`src/pkg/crbc_cfg.svh`:
```
`ifndef CRBC_CFG_SVH
`define CRBC_CFG_SVH
// register offsets
`define CRBC_OFS_PIN_CTRL   8'h0C
`define CRBC_OFS_BUF0_CTRL  8'h60
`define CRBC_OFS_BUF1_CTRL  8'h70
// pin control field positions
`define CRBC_POS_OP_SEL     0
`define CRBC_POS_FUNC_EN    2
`define CRBC_POS_LEVEL      4
// buffer control field positions
`define CRBC_POS_HIT        0
`define CRBC_POS_ROLL_COPY  1
`define CRBC_POS_ROLL_EN    2
`define CRBC_POS_RTR        3
`define CRBC_POS_MODE       5
// reset values
`define CRBC_RST_PIN_CTRL   8'h00
`define CRBC_RST_MODE       2'h0
`define CRBC_RST_HIT        3'h0
// receive mode encodings
`define CRBC_MODE_FILTER    2'h0
`define CRBC_MODE_ANY       2'h3
`endif

```
`src/pkg/crbc_pkg.sv`:
```
package crbc_pkg;
   // start-of-frame detector states
   typedef enum logic [1:0] {
      CRBC_SOF_IDLE,
      CRBC_SOF_WAIT_SP,
      CRBC_SOF_BUSY
   } crbc_sof_state_t;
   // receive mode field
   typedef logic [1:0] crbc_mode_t;
   // filter number, 0 to 5
   typedef logic [2:0] crbc_filt_t;
endpackage

```
`src/core/crbc_rx_ctrl.sv`:
```
// Overview of operation
// - when enabled, pulse frame_start_out at each detected CAN message start
// - on idle bus, falling edge counts only if dominant holds to sample point
// - dominant lost before sample point is a glitch, no start pulse
// - pin function disabled puts buffer-full pin in high impedance
// - interrupt mode: pin active low, mirrors the buffer's receive flag
// - flag cleared by host: pin returns high until next message loads
// - digital output mode: pin drives the stored level bit
// - level bit reads zero while its pin is an enabled interrupt pin
// - mode 11 takes any message, 00 filters, 01 and 10 reserved
// - buffer 0 mode 00 applies extended filter bytes to first data bytes
// - remote request bit shows whether the stored message was remote
// - rollover enabled, buffer 0 full and buffer 1 free: message goes to buffer 1
// - buffer 0 shows a read-only copy of the rollover enable
// - buffer 0 hit bit tells filter 1 from filter 0
// - rolled over message still shows its buffer 0 filter in hit bit
// - buffer 1 hit code holds accepting filter, 0 and 1 only on rollover
// - unimplemented bits in the control registers read as zero
// - load sets receive flag; host must clear it before next load
`include "crbc_cfg.svh"
`timescale 1ns/10ps
module crbc_rx_ctrl (
   // clock and reset
   input  wire logic                clk,
   input  wire logic                srst,
   // can receive pin and bit timing from the protocol engine
   input  wire logic                can_rx_in,
   input  wire logic                bus_idle,
   input  wire logic                sample_point,
   input  wire logic                sof_en,
   // start-of-frame output
   output logic                     frame_start_out,
   output logic                     glitch_seen,
   // register port from the serial command decoder
   input  wire logic                reg_wr,
   input  wire logic                reg_rd,
   input  wire logic [7:0]          reg_addr,
   input  wire logic [7:0]          reg_wdata,
   input  wire logic [7:0]          reg_wmask,
   output logic      [7:0]          reg_rdata,
   // accepted message from the acceptance filters
   input  wire logic                msg_valid,
   input  wire logic                msg_for_buf0,
   input  wire crbc_pkg::crbc_filt_t msg_filter,
   input  wire logic                msg_rtr,
   // receive flags held in the interrupt flag register
   input  wire logic                rx_flag0,
   input  wire logic                rx_flag1,
   // buffer load strobes and mode outputs
   output logic                     load_buf0,
   output logic                     load_buf1,
   output logic                     msg_dropped,
   output crbc_pkg::crbc_mode_t     rx_mode0,
   output crbc_pkg::crbc_mode_t     rx_mode1,
   output logic                     accept_any0,
   output logic                     accept_any1,
   output logic                     data_byte_filt,
   // buffer-full pins, active low in interrupt mode
   output logic                     buf0_full_out,
   output logic                     buf0_full_oe,
   output logic                     buf1_full_out,
   output logic                     buf1_full_oe
);

   // register state
   logic [1:0]                pin_func_en;
   logic [1:0]                pin_op_sel;
   logic [1:0]                pin_level;
   logic                      rollover_en;
   logic [1:0]                remote_req_seen;
   logic                      hit_filter_lsb;
   crbc_pkg::crbc_filt_t      hit_filter_code;
   crbc_pkg::crbc_sof_state_t sof_state;
   logic                      rx_meta;
   logic                      rx_sync;
   logic                      rx_prev;
   logic [1:0]                flag;
   logic [7:0]                next_data;
   logic [7:0]                pin_ctrl_rd;
   logic [7:0]                buf0_ctrl_rd;
   logic [7:0]                buf1_ctrl_rd;
   logic                      go_buf0;
   logic                      go_buf1;
   logic [7:0]                next_buf0;
   logic [7:0]                next_buf1;

   // reset image kept as a constant so its fields can be sliced
   localparam logic [7:0] PIN_CTRL_RST = `CRBC_RST_PIN_CTRL;

   assign flag = {rx_flag1, rx_flag0};

   // two-flop synchroniser on the pin; rx_sync and its delayed copy rx_prev are looked at
   always_ff @(posedge clk) begin
      if (srst) begin
         rx_meta <= 1'b1;
         rx_sync <= 1'b1;
         rx_prev <= 1'b1;
      end else begin
         rx_meta <= can_rx_in;
         rx_sync <= rx_meta;
         rx_prev <= rx_sync;
      end
   end

   // start-of-frame detector with glitch rejection
   always_ff @(posedge clk) begin
      if (srst) begin
         sof_state       <= crbc_pkg::CRBC_SOF_IDLE;
         frame_start_out <= 1'b0;
         glitch_seen     <= 1'b0;
      end else begin
         frame_start_out <= 1'b0;
         glitch_seen     <= 1'b0;
         case (sof_state)
            crbc_pkg::CRBC_SOF_IDLE: begin
               if (bus_idle && rx_prev && !rx_sync) begin
                  sof_state <= crbc_pkg::CRBC_SOF_WAIT_SP;
               end
            end
            crbc_pkg::CRBC_SOF_WAIT_SP: begin
               if (rx_sync) begin
                  // back to recessive before sampling: a glitch
                  glitch_seen <= 1'b1;
                  sof_state   <= crbc_pkg::CRBC_SOF_IDLE;
               end else if (sample_point) begin
                  frame_start_out <= sof_en;
                  sof_state       <= crbc_pkg::CRBC_SOF_BUSY;
               end
            end
            crbc_pkg::CRBC_SOF_BUSY: begin
               // wait for the engine to leave idle, so one frame
               // never gives two pulses
               if (!bus_idle) begin
                  sof_state <= crbc_pkg::CRBC_SOF_IDLE;
               end
            end
            default: begin
               sof_state <= crbc_pkg::CRBC_SOF_IDLE;
            end
         endcase
      end
   end

   // destination choice; a full buffer is never overwritten
   always_comb begin
      go_buf0 = 1'b0;
      go_buf1 = 1'b0;
      if (msg_valid) begin
         if (msg_for_buf0) begin
            go_buf0 = !flag[0];
            go_buf1 = flag[0] && rollover_en && !flag[1];
         end else begin
            go_buf1 = !flag[1];
         end
      end
   end

   // load strobes; the flag register sets its flag on these
   always_ff @(posedge clk) begin
      if (srst) begin
         load_buf0   <= 1'b0;
         load_buf1   <= 1'b0;
         msg_dropped <= 1'b0;
      end else begin
         load_buf0   <= go_buf0;
         load_buf1   <= go_buf1;
         msg_dropped <= msg_valid && !go_buf0 && !go_buf1;
      end
   end

   // status captured with each stored message
   always_ff @(posedge clk) begin
      if (srst) begin
         remote_req_seen <= 2'h0;
         hit_filter_lsb  <= 1'b0;
         hit_filter_code <= `CRBC_RST_HIT;
      end else begin
         if (go_buf0) begin
            remote_req_seen[0] <= msg_rtr;
            hit_filter_lsb     <= msg_filter[0];
         end
         if (go_buf1) begin
            remote_req_seen[1] <= msg_rtr;
            // rolled over messages keep their own filter number,
            // so codes 0 and 1 only ever appear through rollover
            hit_filter_code <= msg_filter;
            if (msg_for_buf0) begin
               hit_filter_lsb <= msg_filter[0];
            end
         end
      end
   end

   // masked update shared by write and bit-modify
   function automatic logic [7:0] crbc_merge(input logic [7:0] old_v);
      crbc_merge = (old_v & ~reg_wmask) | (reg_wdata & reg_wmask);
   endfunction

   // merged images of each register, read-only bits dropped later
   assign next_data = crbc_merge({2'h0, pin_level, pin_func_en,
                                  pin_op_sel});
   assign next_buf0 = crbc_merge(buf0_ctrl_rd);
   assign next_buf1 = crbc_merge(buf1_ctrl_rd);

   // pin control register; writable fields only
   always_ff @(posedge clk) begin
      if (srst) begin
         pin_op_sel  <= PIN_CTRL_RST[`CRBC_POS_OP_SEL +: 2];
         pin_func_en <= PIN_CTRL_RST[`CRBC_POS_FUNC_EN +: 2];
         pin_level   <= PIN_CTRL_RST[`CRBC_POS_LEVEL +: 2];
      end else if (reg_wr && reg_addr == `CRBC_OFS_PIN_CTRL) begin
         // the mask lets the host touch one pin without
         // glitching the other
         pin_op_sel  <= next_data[`CRBC_POS_OP_SEL +: 2];
         pin_func_en <= next_data[`CRBC_POS_FUNC_EN +: 2];
         pin_level   <= next_data[`CRBC_POS_LEVEL +: 2];
      end
   end

   // receive mode and rollover fields; status bits not writable
   always_ff @(posedge clk) begin
      if (srst) begin
         rx_mode0    <= `CRBC_RST_MODE;
         rx_mode1    <= `CRBC_RST_MODE;
         rollover_en <= 1'b0;
      end else if (reg_wr) begin
         if (reg_addr == `CRBC_OFS_BUF0_CTRL) begin
            rx_mode0    <= next_buf0[`CRBC_POS_MODE +: 2];
            rollover_en <= next_buf0[`CRBC_POS_ROLL_EN];
         end
         if (reg_addr == `CRBC_OFS_BUF1_CTRL) begin
            rx_mode1 <= next_buf1[`CRBC_POS_MODE +: 2];
         end
      end
   end

   // mode decode for the filter logic
   always_ff @(posedge clk) begin
      if (srst) begin
         accept_any0    <= 1'b0;
         accept_any1    <= 1'b0;
         data_byte_filt <= 1'b0;
      end else begin
         // reserved modes fall back to filtering
         accept_any0    <= rx_mode0 == `CRBC_MODE_ANY;
         accept_any1    <= rx_mode1 == `CRBC_MODE_ANY;
         data_byte_filt <= rx_mode0 == `CRBC_MODE_FILTER;
      end
   end

   // read views; unimplemented bits are zero
   always_comb begin
      pin_ctrl_rd = 8'h00;
      pin_ctrl_rd[`CRBC_POS_OP_SEL +: 2]  = pin_op_sel;
      pin_ctrl_rd[`CRBC_POS_FUNC_EN +: 2] = pin_func_en;
      // only an enabled interrupt pin hides its level bit
      pin_ctrl_rd[`CRBC_POS_LEVEL +: 2]   = pin_level &
                                            ~(pin_op_sel & pin_func_en);
      buf0_ctrl_rd = 8'h00;
      buf0_ctrl_rd[`CRBC_POS_MODE +: 2]   = rx_mode0;
      buf0_ctrl_rd[`CRBC_POS_RTR]         = remote_req_seen[0];
      buf0_ctrl_rd[`CRBC_POS_ROLL_EN]     = rollover_en;
      buf0_ctrl_rd[`CRBC_POS_ROLL_COPY]   = rollover_en;
      buf0_ctrl_rd[`CRBC_POS_HIT]         = hit_filter_lsb;
      buf1_ctrl_rd = 8'h00;
      buf1_ctrl_rd[`CRBC_POS_MODE +: 2]   = rx_mode1;
      buf1_ctrl_rd[`CRBC_POS_RTR]         = remote_req_seen[1];
      buf1_ctrl_rd[`CRBC_POS_HIT +: 3]    = hit_filter_code;
   end

   // registered read data, one cycle after the strobe
   always_ff @(posedge clk) begin
      if (srst) begin
         reg_rdata <= 8'h00;
      end else if (reg_rd) begin
         case (reg_addr)
            `CRBC_OFS_PIN_CTRL:  reg_rdata <= pin_ctrl_rd;
            `CRBC_OFS_BUF0_CTRL: reg_rdata <= buf0_ctrl_rd;
            `CRBC_OFS_BUF1_CTRL: reg_rdata <= buf1_ctrl_rd;
            default:             reg_rdata <= 8'h00;
         endcase
      end
   end

   // buffer-full pins; level and enable both from flops
   always_ff @(posedge clk) begin
      if (srst) begin
         buf0_full_out <= 1'b1;
         buf0_full_oe  <= 1'b0;
         buf1_full_out <= 1'b1;
         buf1_full_oe  <= 1'b0;
      end else begin
         buf0_full_oe  <= pin_func_en[0];
         buf1_full_oe  <= pin_func_en[1];
         // interrupt mode follows the flag both ways, so a host
         // clear releases the pin one clock after the flag drops
         buf0_full_out <= pin_op_sel[0] ? !flag[0]
                                        : pin_level[0];
         buf1_full_out <= pin_op_sel[1] ? !flag[1]
                                        : pin_level[1];
      end
   end

endmodule // crbc_rx_ctrl

```
`config.mk`:
```
export PLATFORM = sky130hd
export DESIGN_NAME = crbc_rx_ctrl
export DESIGN_NICKNAME = d
export VERILOG_FILES = /design/src/pkg/crbc_pkg.sv /design/src/core/crbc_rx_ctrl.sv
export VERILOG_INCLUDE_DIRS = /design/src /design/src/pkg
export SDC_FILE = /design/constraint.sdc
export NUM_CORES = 1
export LEC_CHECK = 0
export BUFFER_PORTS_ARGS = -buffer_cell sky130_fd_sc_hd__buf_2
export CAP_MARGIN = 20
export CORE_MARGIN = 2
export CORE_UTILIZATION = 36
export CTS_CLUSTER_SIZE = 10
export DETAILED_ROUTE_END_ITERATION = 10
export GPL_TIMING_DRIVEN = 0
export MAX_ROUTING_LAYER = met4
export SETUP_SLACK_MARGIN = 0.05
export SLEW_MARGIN = 15
export SYNTH_ARGS = -nofsm -noshare
export SYNTH_HDL_FRONTEND = slang
export SYNTH_SLANG_ARGS = --single-unit
```
`constraint.sdc`:
```
create_clock -name clk -period 1.9 [get_ports clk]
set_clock_uncertainty 0.2 [all_clocks]
set_input_delay 0.095 -clock clk [delete_from_list [all_inputs] [get_ports clk]]
set_output_delay 0.095 -clock clk [all_outputs]
set_load 0.05 [all_outputs]
```
==> results.rst <==
.. list-table::
   :header-rows: 1

   * - Metric
     - Value
   * - Result of the run
     - finished clean
   * - Terminus of the critical flop-to-flop path
     - remote_req_seen[1]$_SDFFE_PP0P_
   * - Vias per inst
     - 4.92
   * - Proportion of total power due to net switching
     - 23.7%
   * - Largest family of logic cells by synthesized area
     - simple AND/OR/NAND/NOR gates
   * - Inserted Clock Buffers
     - 5
   * - Critical path buffer and inverter count
     - 3
   * - Net count of the finished layout
     - between 300 and 400
   * - I/O pin count
     - 64
   * - Filler cell count
     - 429
   * - Critical Setup Path Class
     - in2reg
   * - Final Slew Violations
     - 0
   * - Top cell family by delay on the critical path
     - buffers and inverters
   * - Mapped Avg Cell Area
     - 9.08 um^2
   * - Clock tree root driver cell
     - sky130_fd_sc_hd__clkbuf_8
   * - Gate power share
     - between 10% and 20%
   * - Simple logic cell fraction of the synthesized area
     - 28.1%
   * - Detail Route Antenna Nets
     - 0
   * - Worst Reg2Reg Path Length in Cells
     - 4
   * - Number of warnings issued by yosys
     - 0
   * - Maximum number of pins on one net before global-route repair
     - 12
   * - Post-synthesis mux area share
     - 11.6%
   * - Number of setup violations in the final report
     - 0
   * - Cell with the most instances on the worst path
     - sky130_fd_sc_hd__dlygate4sd3_1
   * - Hold buffer count at cts
     - 25
   * - Adder and majority gate portion of the synthesized area
     - 0%
   * - Post-detailed-placement cell area
     - about 2100 um^2
   * - Routed wire length per instance
     - 12.8 um
   * - Clock period minus worst slack
     - 1.82 ns
   * - Initial standard-cell utilization of the core
     - 38.2%
   * - Beginning of the worst hold path
     - reg_wmask[6]
   * - Register clock-pin slew on the reported worst setup and hold paths
     - 0.08 ns
   * - Wire length of the first global-routing pass
     - 6980 um
   * - RePlAce Congestion
     - approximately 0.85
   * - Biggest fanout along the worst timing path
     - 4
   * - Worst slew margin
     - roughly three fifths
   * - Master of the slowest instance on the critical path
     - sky130_fd_sc_hd__dlygate4sd3_1
   * - Worst hold path stage count
     - 5
   * - Number of placed instances, taps included
     - between 200 and 300
   * - Setup_tns
     - 0 ns
   * - Die Width
     - 72.7 um
   * - R2R Setup Slk
     - 0.26 ns
   * - Compound-gate portion of the synthesized area
     - just under 9%
   * - Pin slew with the least headroom to its limit
     - 0.609 ns
   * - Antenna violations before repair
     - 0
   * - Post-synth cell types
     - 34
   * - Routed wire length
     - 4240 um
   * - DRC errors left
     - 0
   * - Relative contribution of sequential cells to total power
     - 54.6%
   * - Via count
     - roughly 1.6k
   * - Placeable core region
     - 4440 um^2
   * - Grt total ovfl
     - 0
   * - Count of buffers added by post-CTS timing repair for setup
     - 0
   * - Delay contributed by the slowest stage of the critical path
     - between 0.5 and 0.6 ns
   * - Number of max-cap violations
     - 0
   * - Data arrival time at the worst-slack endpoint
     - around 1.8 ns
   * - Share of cells above drive strength 1
     - between 20% and 30%
   * - Overall fraction of global-route tracks in use
     - 17.6%
   * - CTS tree
     - yes
   * - Cell area after layout
     - 2390 um^2
   * - Count of H-tree levels built during CTS
     - 2
   * - Relative contribution of the clock network to total power
     - about a third
   * - Leak
     - about 1 nW
   * - Drt first-iter violations
     - 83
   * - Kind of launch point of the worst setup path
     - primary input
   * - Required time worst endpoint
     - ~1.9 ns
   * - Final-layout worst hold slack
     - 0.0294 ns
   * - Fmax achieved
     - between 0.5 and 0.6 GHz
   * - Net Switching
     - between 0.3 and 0.4 mW
   * - Area grow syn2layout
     - 40.7%
   * - Startpoint of the worst setup timing path
     - rx_flag0
   * - Die area
     - 5280 um^2
   * - Count of non-filler cells in the finished layout
     - 331
   * - Detailed-routing iteration count for the pre-antenna-repair pass
     - 4
   * - Count of state elements after synthesis
     - 41
   * - Internal power consumption
     - 1.23 mW
   * - Sinks on Clock Net
     - roughly 40
   * - Diode count
     - 0
   * - Crit path cell chain
     - dlygate4sd3_1, buf_2, nor2b_1, nand3_1, dlygate4sd3_1, a21oi_1
   * - Post-Syn Instances
     - 187
   * - Endpoint type of the worst setup path
     - flop
   * - Maximum resistive drop on vdd
     - 0.000249 V
   * - Xor and xnor fraction of the mapped netlist area
     - 0%
   * - Buffer levels on the longest clock path
     - 2
   * - Unrepaired setup endpoints after global routing
     - no
   * - Std cell rows
     - 24
   * - Fraction of the cycle the final worst path needs
     - 95.6%
   * - Sequential area share after synthesis
     - 48.3%
   * - Number of input and output port buffers inserted
     - 59
   * - Power density relative to cell area
     - 673 nW/um^2
   * - Tightest Hold Check Type
     - in2reg
   * - Final Hold Viols
     - 0
   * - Clock insertion delay at the later pin of the skew report
     - 0.29 ns
   * - Placed wire-length estimate
     - roughly 3000 um
   * - Chip height
     - between 70 and 80 um
   * - Post-synth net total
     - about 230
   * - Vias in the first global route
     - 1,530
   * - Syn Std Cell Area
     - between 1500 and 2000 um^2
   * - Quantity of gates resized following cts
     - 0
worst max path at each step:
stage | end | slack, ns | depth (start not counted)
after global placement | flop | 0.02 | 6
after CTS | remote_req_seen[0]$_SDFFE_PP0P_ | 0.11 | 6
after global routing | remote_req_seen[1]$_SDFFE_PP0P_ | 0.06 | 6
after floorplan | flop | 0.26 | 5
after detailed placement | flop | 0.02 | 6
final | remote_req_seen[0]$_SDFFE_PP0P_ | 0.08 | 6
cell type report:
cell class	instances	area, um^2	area share (%)
Timing Repair Buffer	84	546	22.8
Tap cell	52	65.1	2.72
Inverter	2	7.51	0.314
Clock buffer	8	80.1	3.35
Sequential cell	41	821	34.4
Multi-Input combinational cell	136	828	34.7
Buffer	8	41.3	1.73
kinds of logic after synthesis:
family | Yosys count
mux | 19
simple gates | 89
buf+inv | 10
compound gates | 27
other cells | 1
flops | 41
layout by cell type, fill, tap and decap left out, drive strengths merged, types with 3 or more instances in the layout:
master | Yosys | final
nand2b | 6 | 6
nor2 | 20 | 20
buf | 3 | 62
a21oi | 15 | 15
nand3 | 6 | 6
nor4 | 5 | 5
nand2 | 23 | 23
dlygate4sd3 | 0 | 25
o21ai | 8 | 8
mux2i | 17 | 17
dfxtp | 41 | 41
or2 | 3 | 3
nor3 | 8 | 8
clkbuf | 5 | 13
nor2b | 6 | 6
a21bo | 3 | 3
metrics by stage:
step           utilization (%)  worst slack, ns  power (mW)
5_1_grt                   53.7           0.0600        1.69
4_1_cts                   53.7            0.114        1.62
3_5_place_dp              46.3           0.0208        1.05
2_1_floorplan                -            0.258       0.979
3_3_place_gp              46.3           0.0243        1.05
6_report                  53.7           0.0838        1.61
tightest hold or removal path: cells and delay by family:
family | cells | cell delay [ns]
buf+inv | 1 | 0.11
simple gates | 3 | 0.17
mux | 1 | 0.11
layer usage:
metal	up-vias	global-route usage, %	part of all wire, %
met5	-	-	0
met1	748	21.9	48
met4	0	5.76	1.4
li1	827	-	-
met2	45	27.6	47
met3	8	5.11	4.3
power groups by stage:
stage               combinational, mW  clock (mW)  sequential, mW
floorplan                      0.0623           0           0.917
global placement                0.152           0           0.897
detailed placement              0.154           0           0.897
CTS                             0.192       0.547           0.877
global route                    0.210       0.600           0.878
finish                          0.192       0.538           0.878
cell usage after synthesis, drive strengths merged:
library cell | count | area (um^2)
nor3 | 8 | 40.0
nor4b | 1 | 8.76
nand2b | 6 | 37.5
a31oi | 1 | 6.26
nor2b | 6 | 37.5
and3 | 1 | 6.26
nand2 | 23 | 88.8
inv | 2 | 7.51
mux2i | 17 | 170
or2 | 3 | 18.8
nand3 | 6 | 30.0
a21oi | 15 | 75.1
o21ai | 8 | 40.0
or4 | 1 | 7.51
nand4bb | 2 | 22.5
conb | 1 | 3.75
clkbuf | 5 | 18.8
dfxtp | 41 | 821
nand4 | 1 | 6.26
nor3b | 1 | 7.51
buf | 3 | 22.5
nand3b | 2 | 15.0
mux2 | 2 | 26.3
nor2 | 20 | 75.1
and4 | 1 | 8.76
and3b | 1 | 8.76
nor4 | 5 | 46.3
or3 | 1 | 11.3
a21bo | 3 | 30.0
No activity file was read; power rests on OpenSTA's default activity.
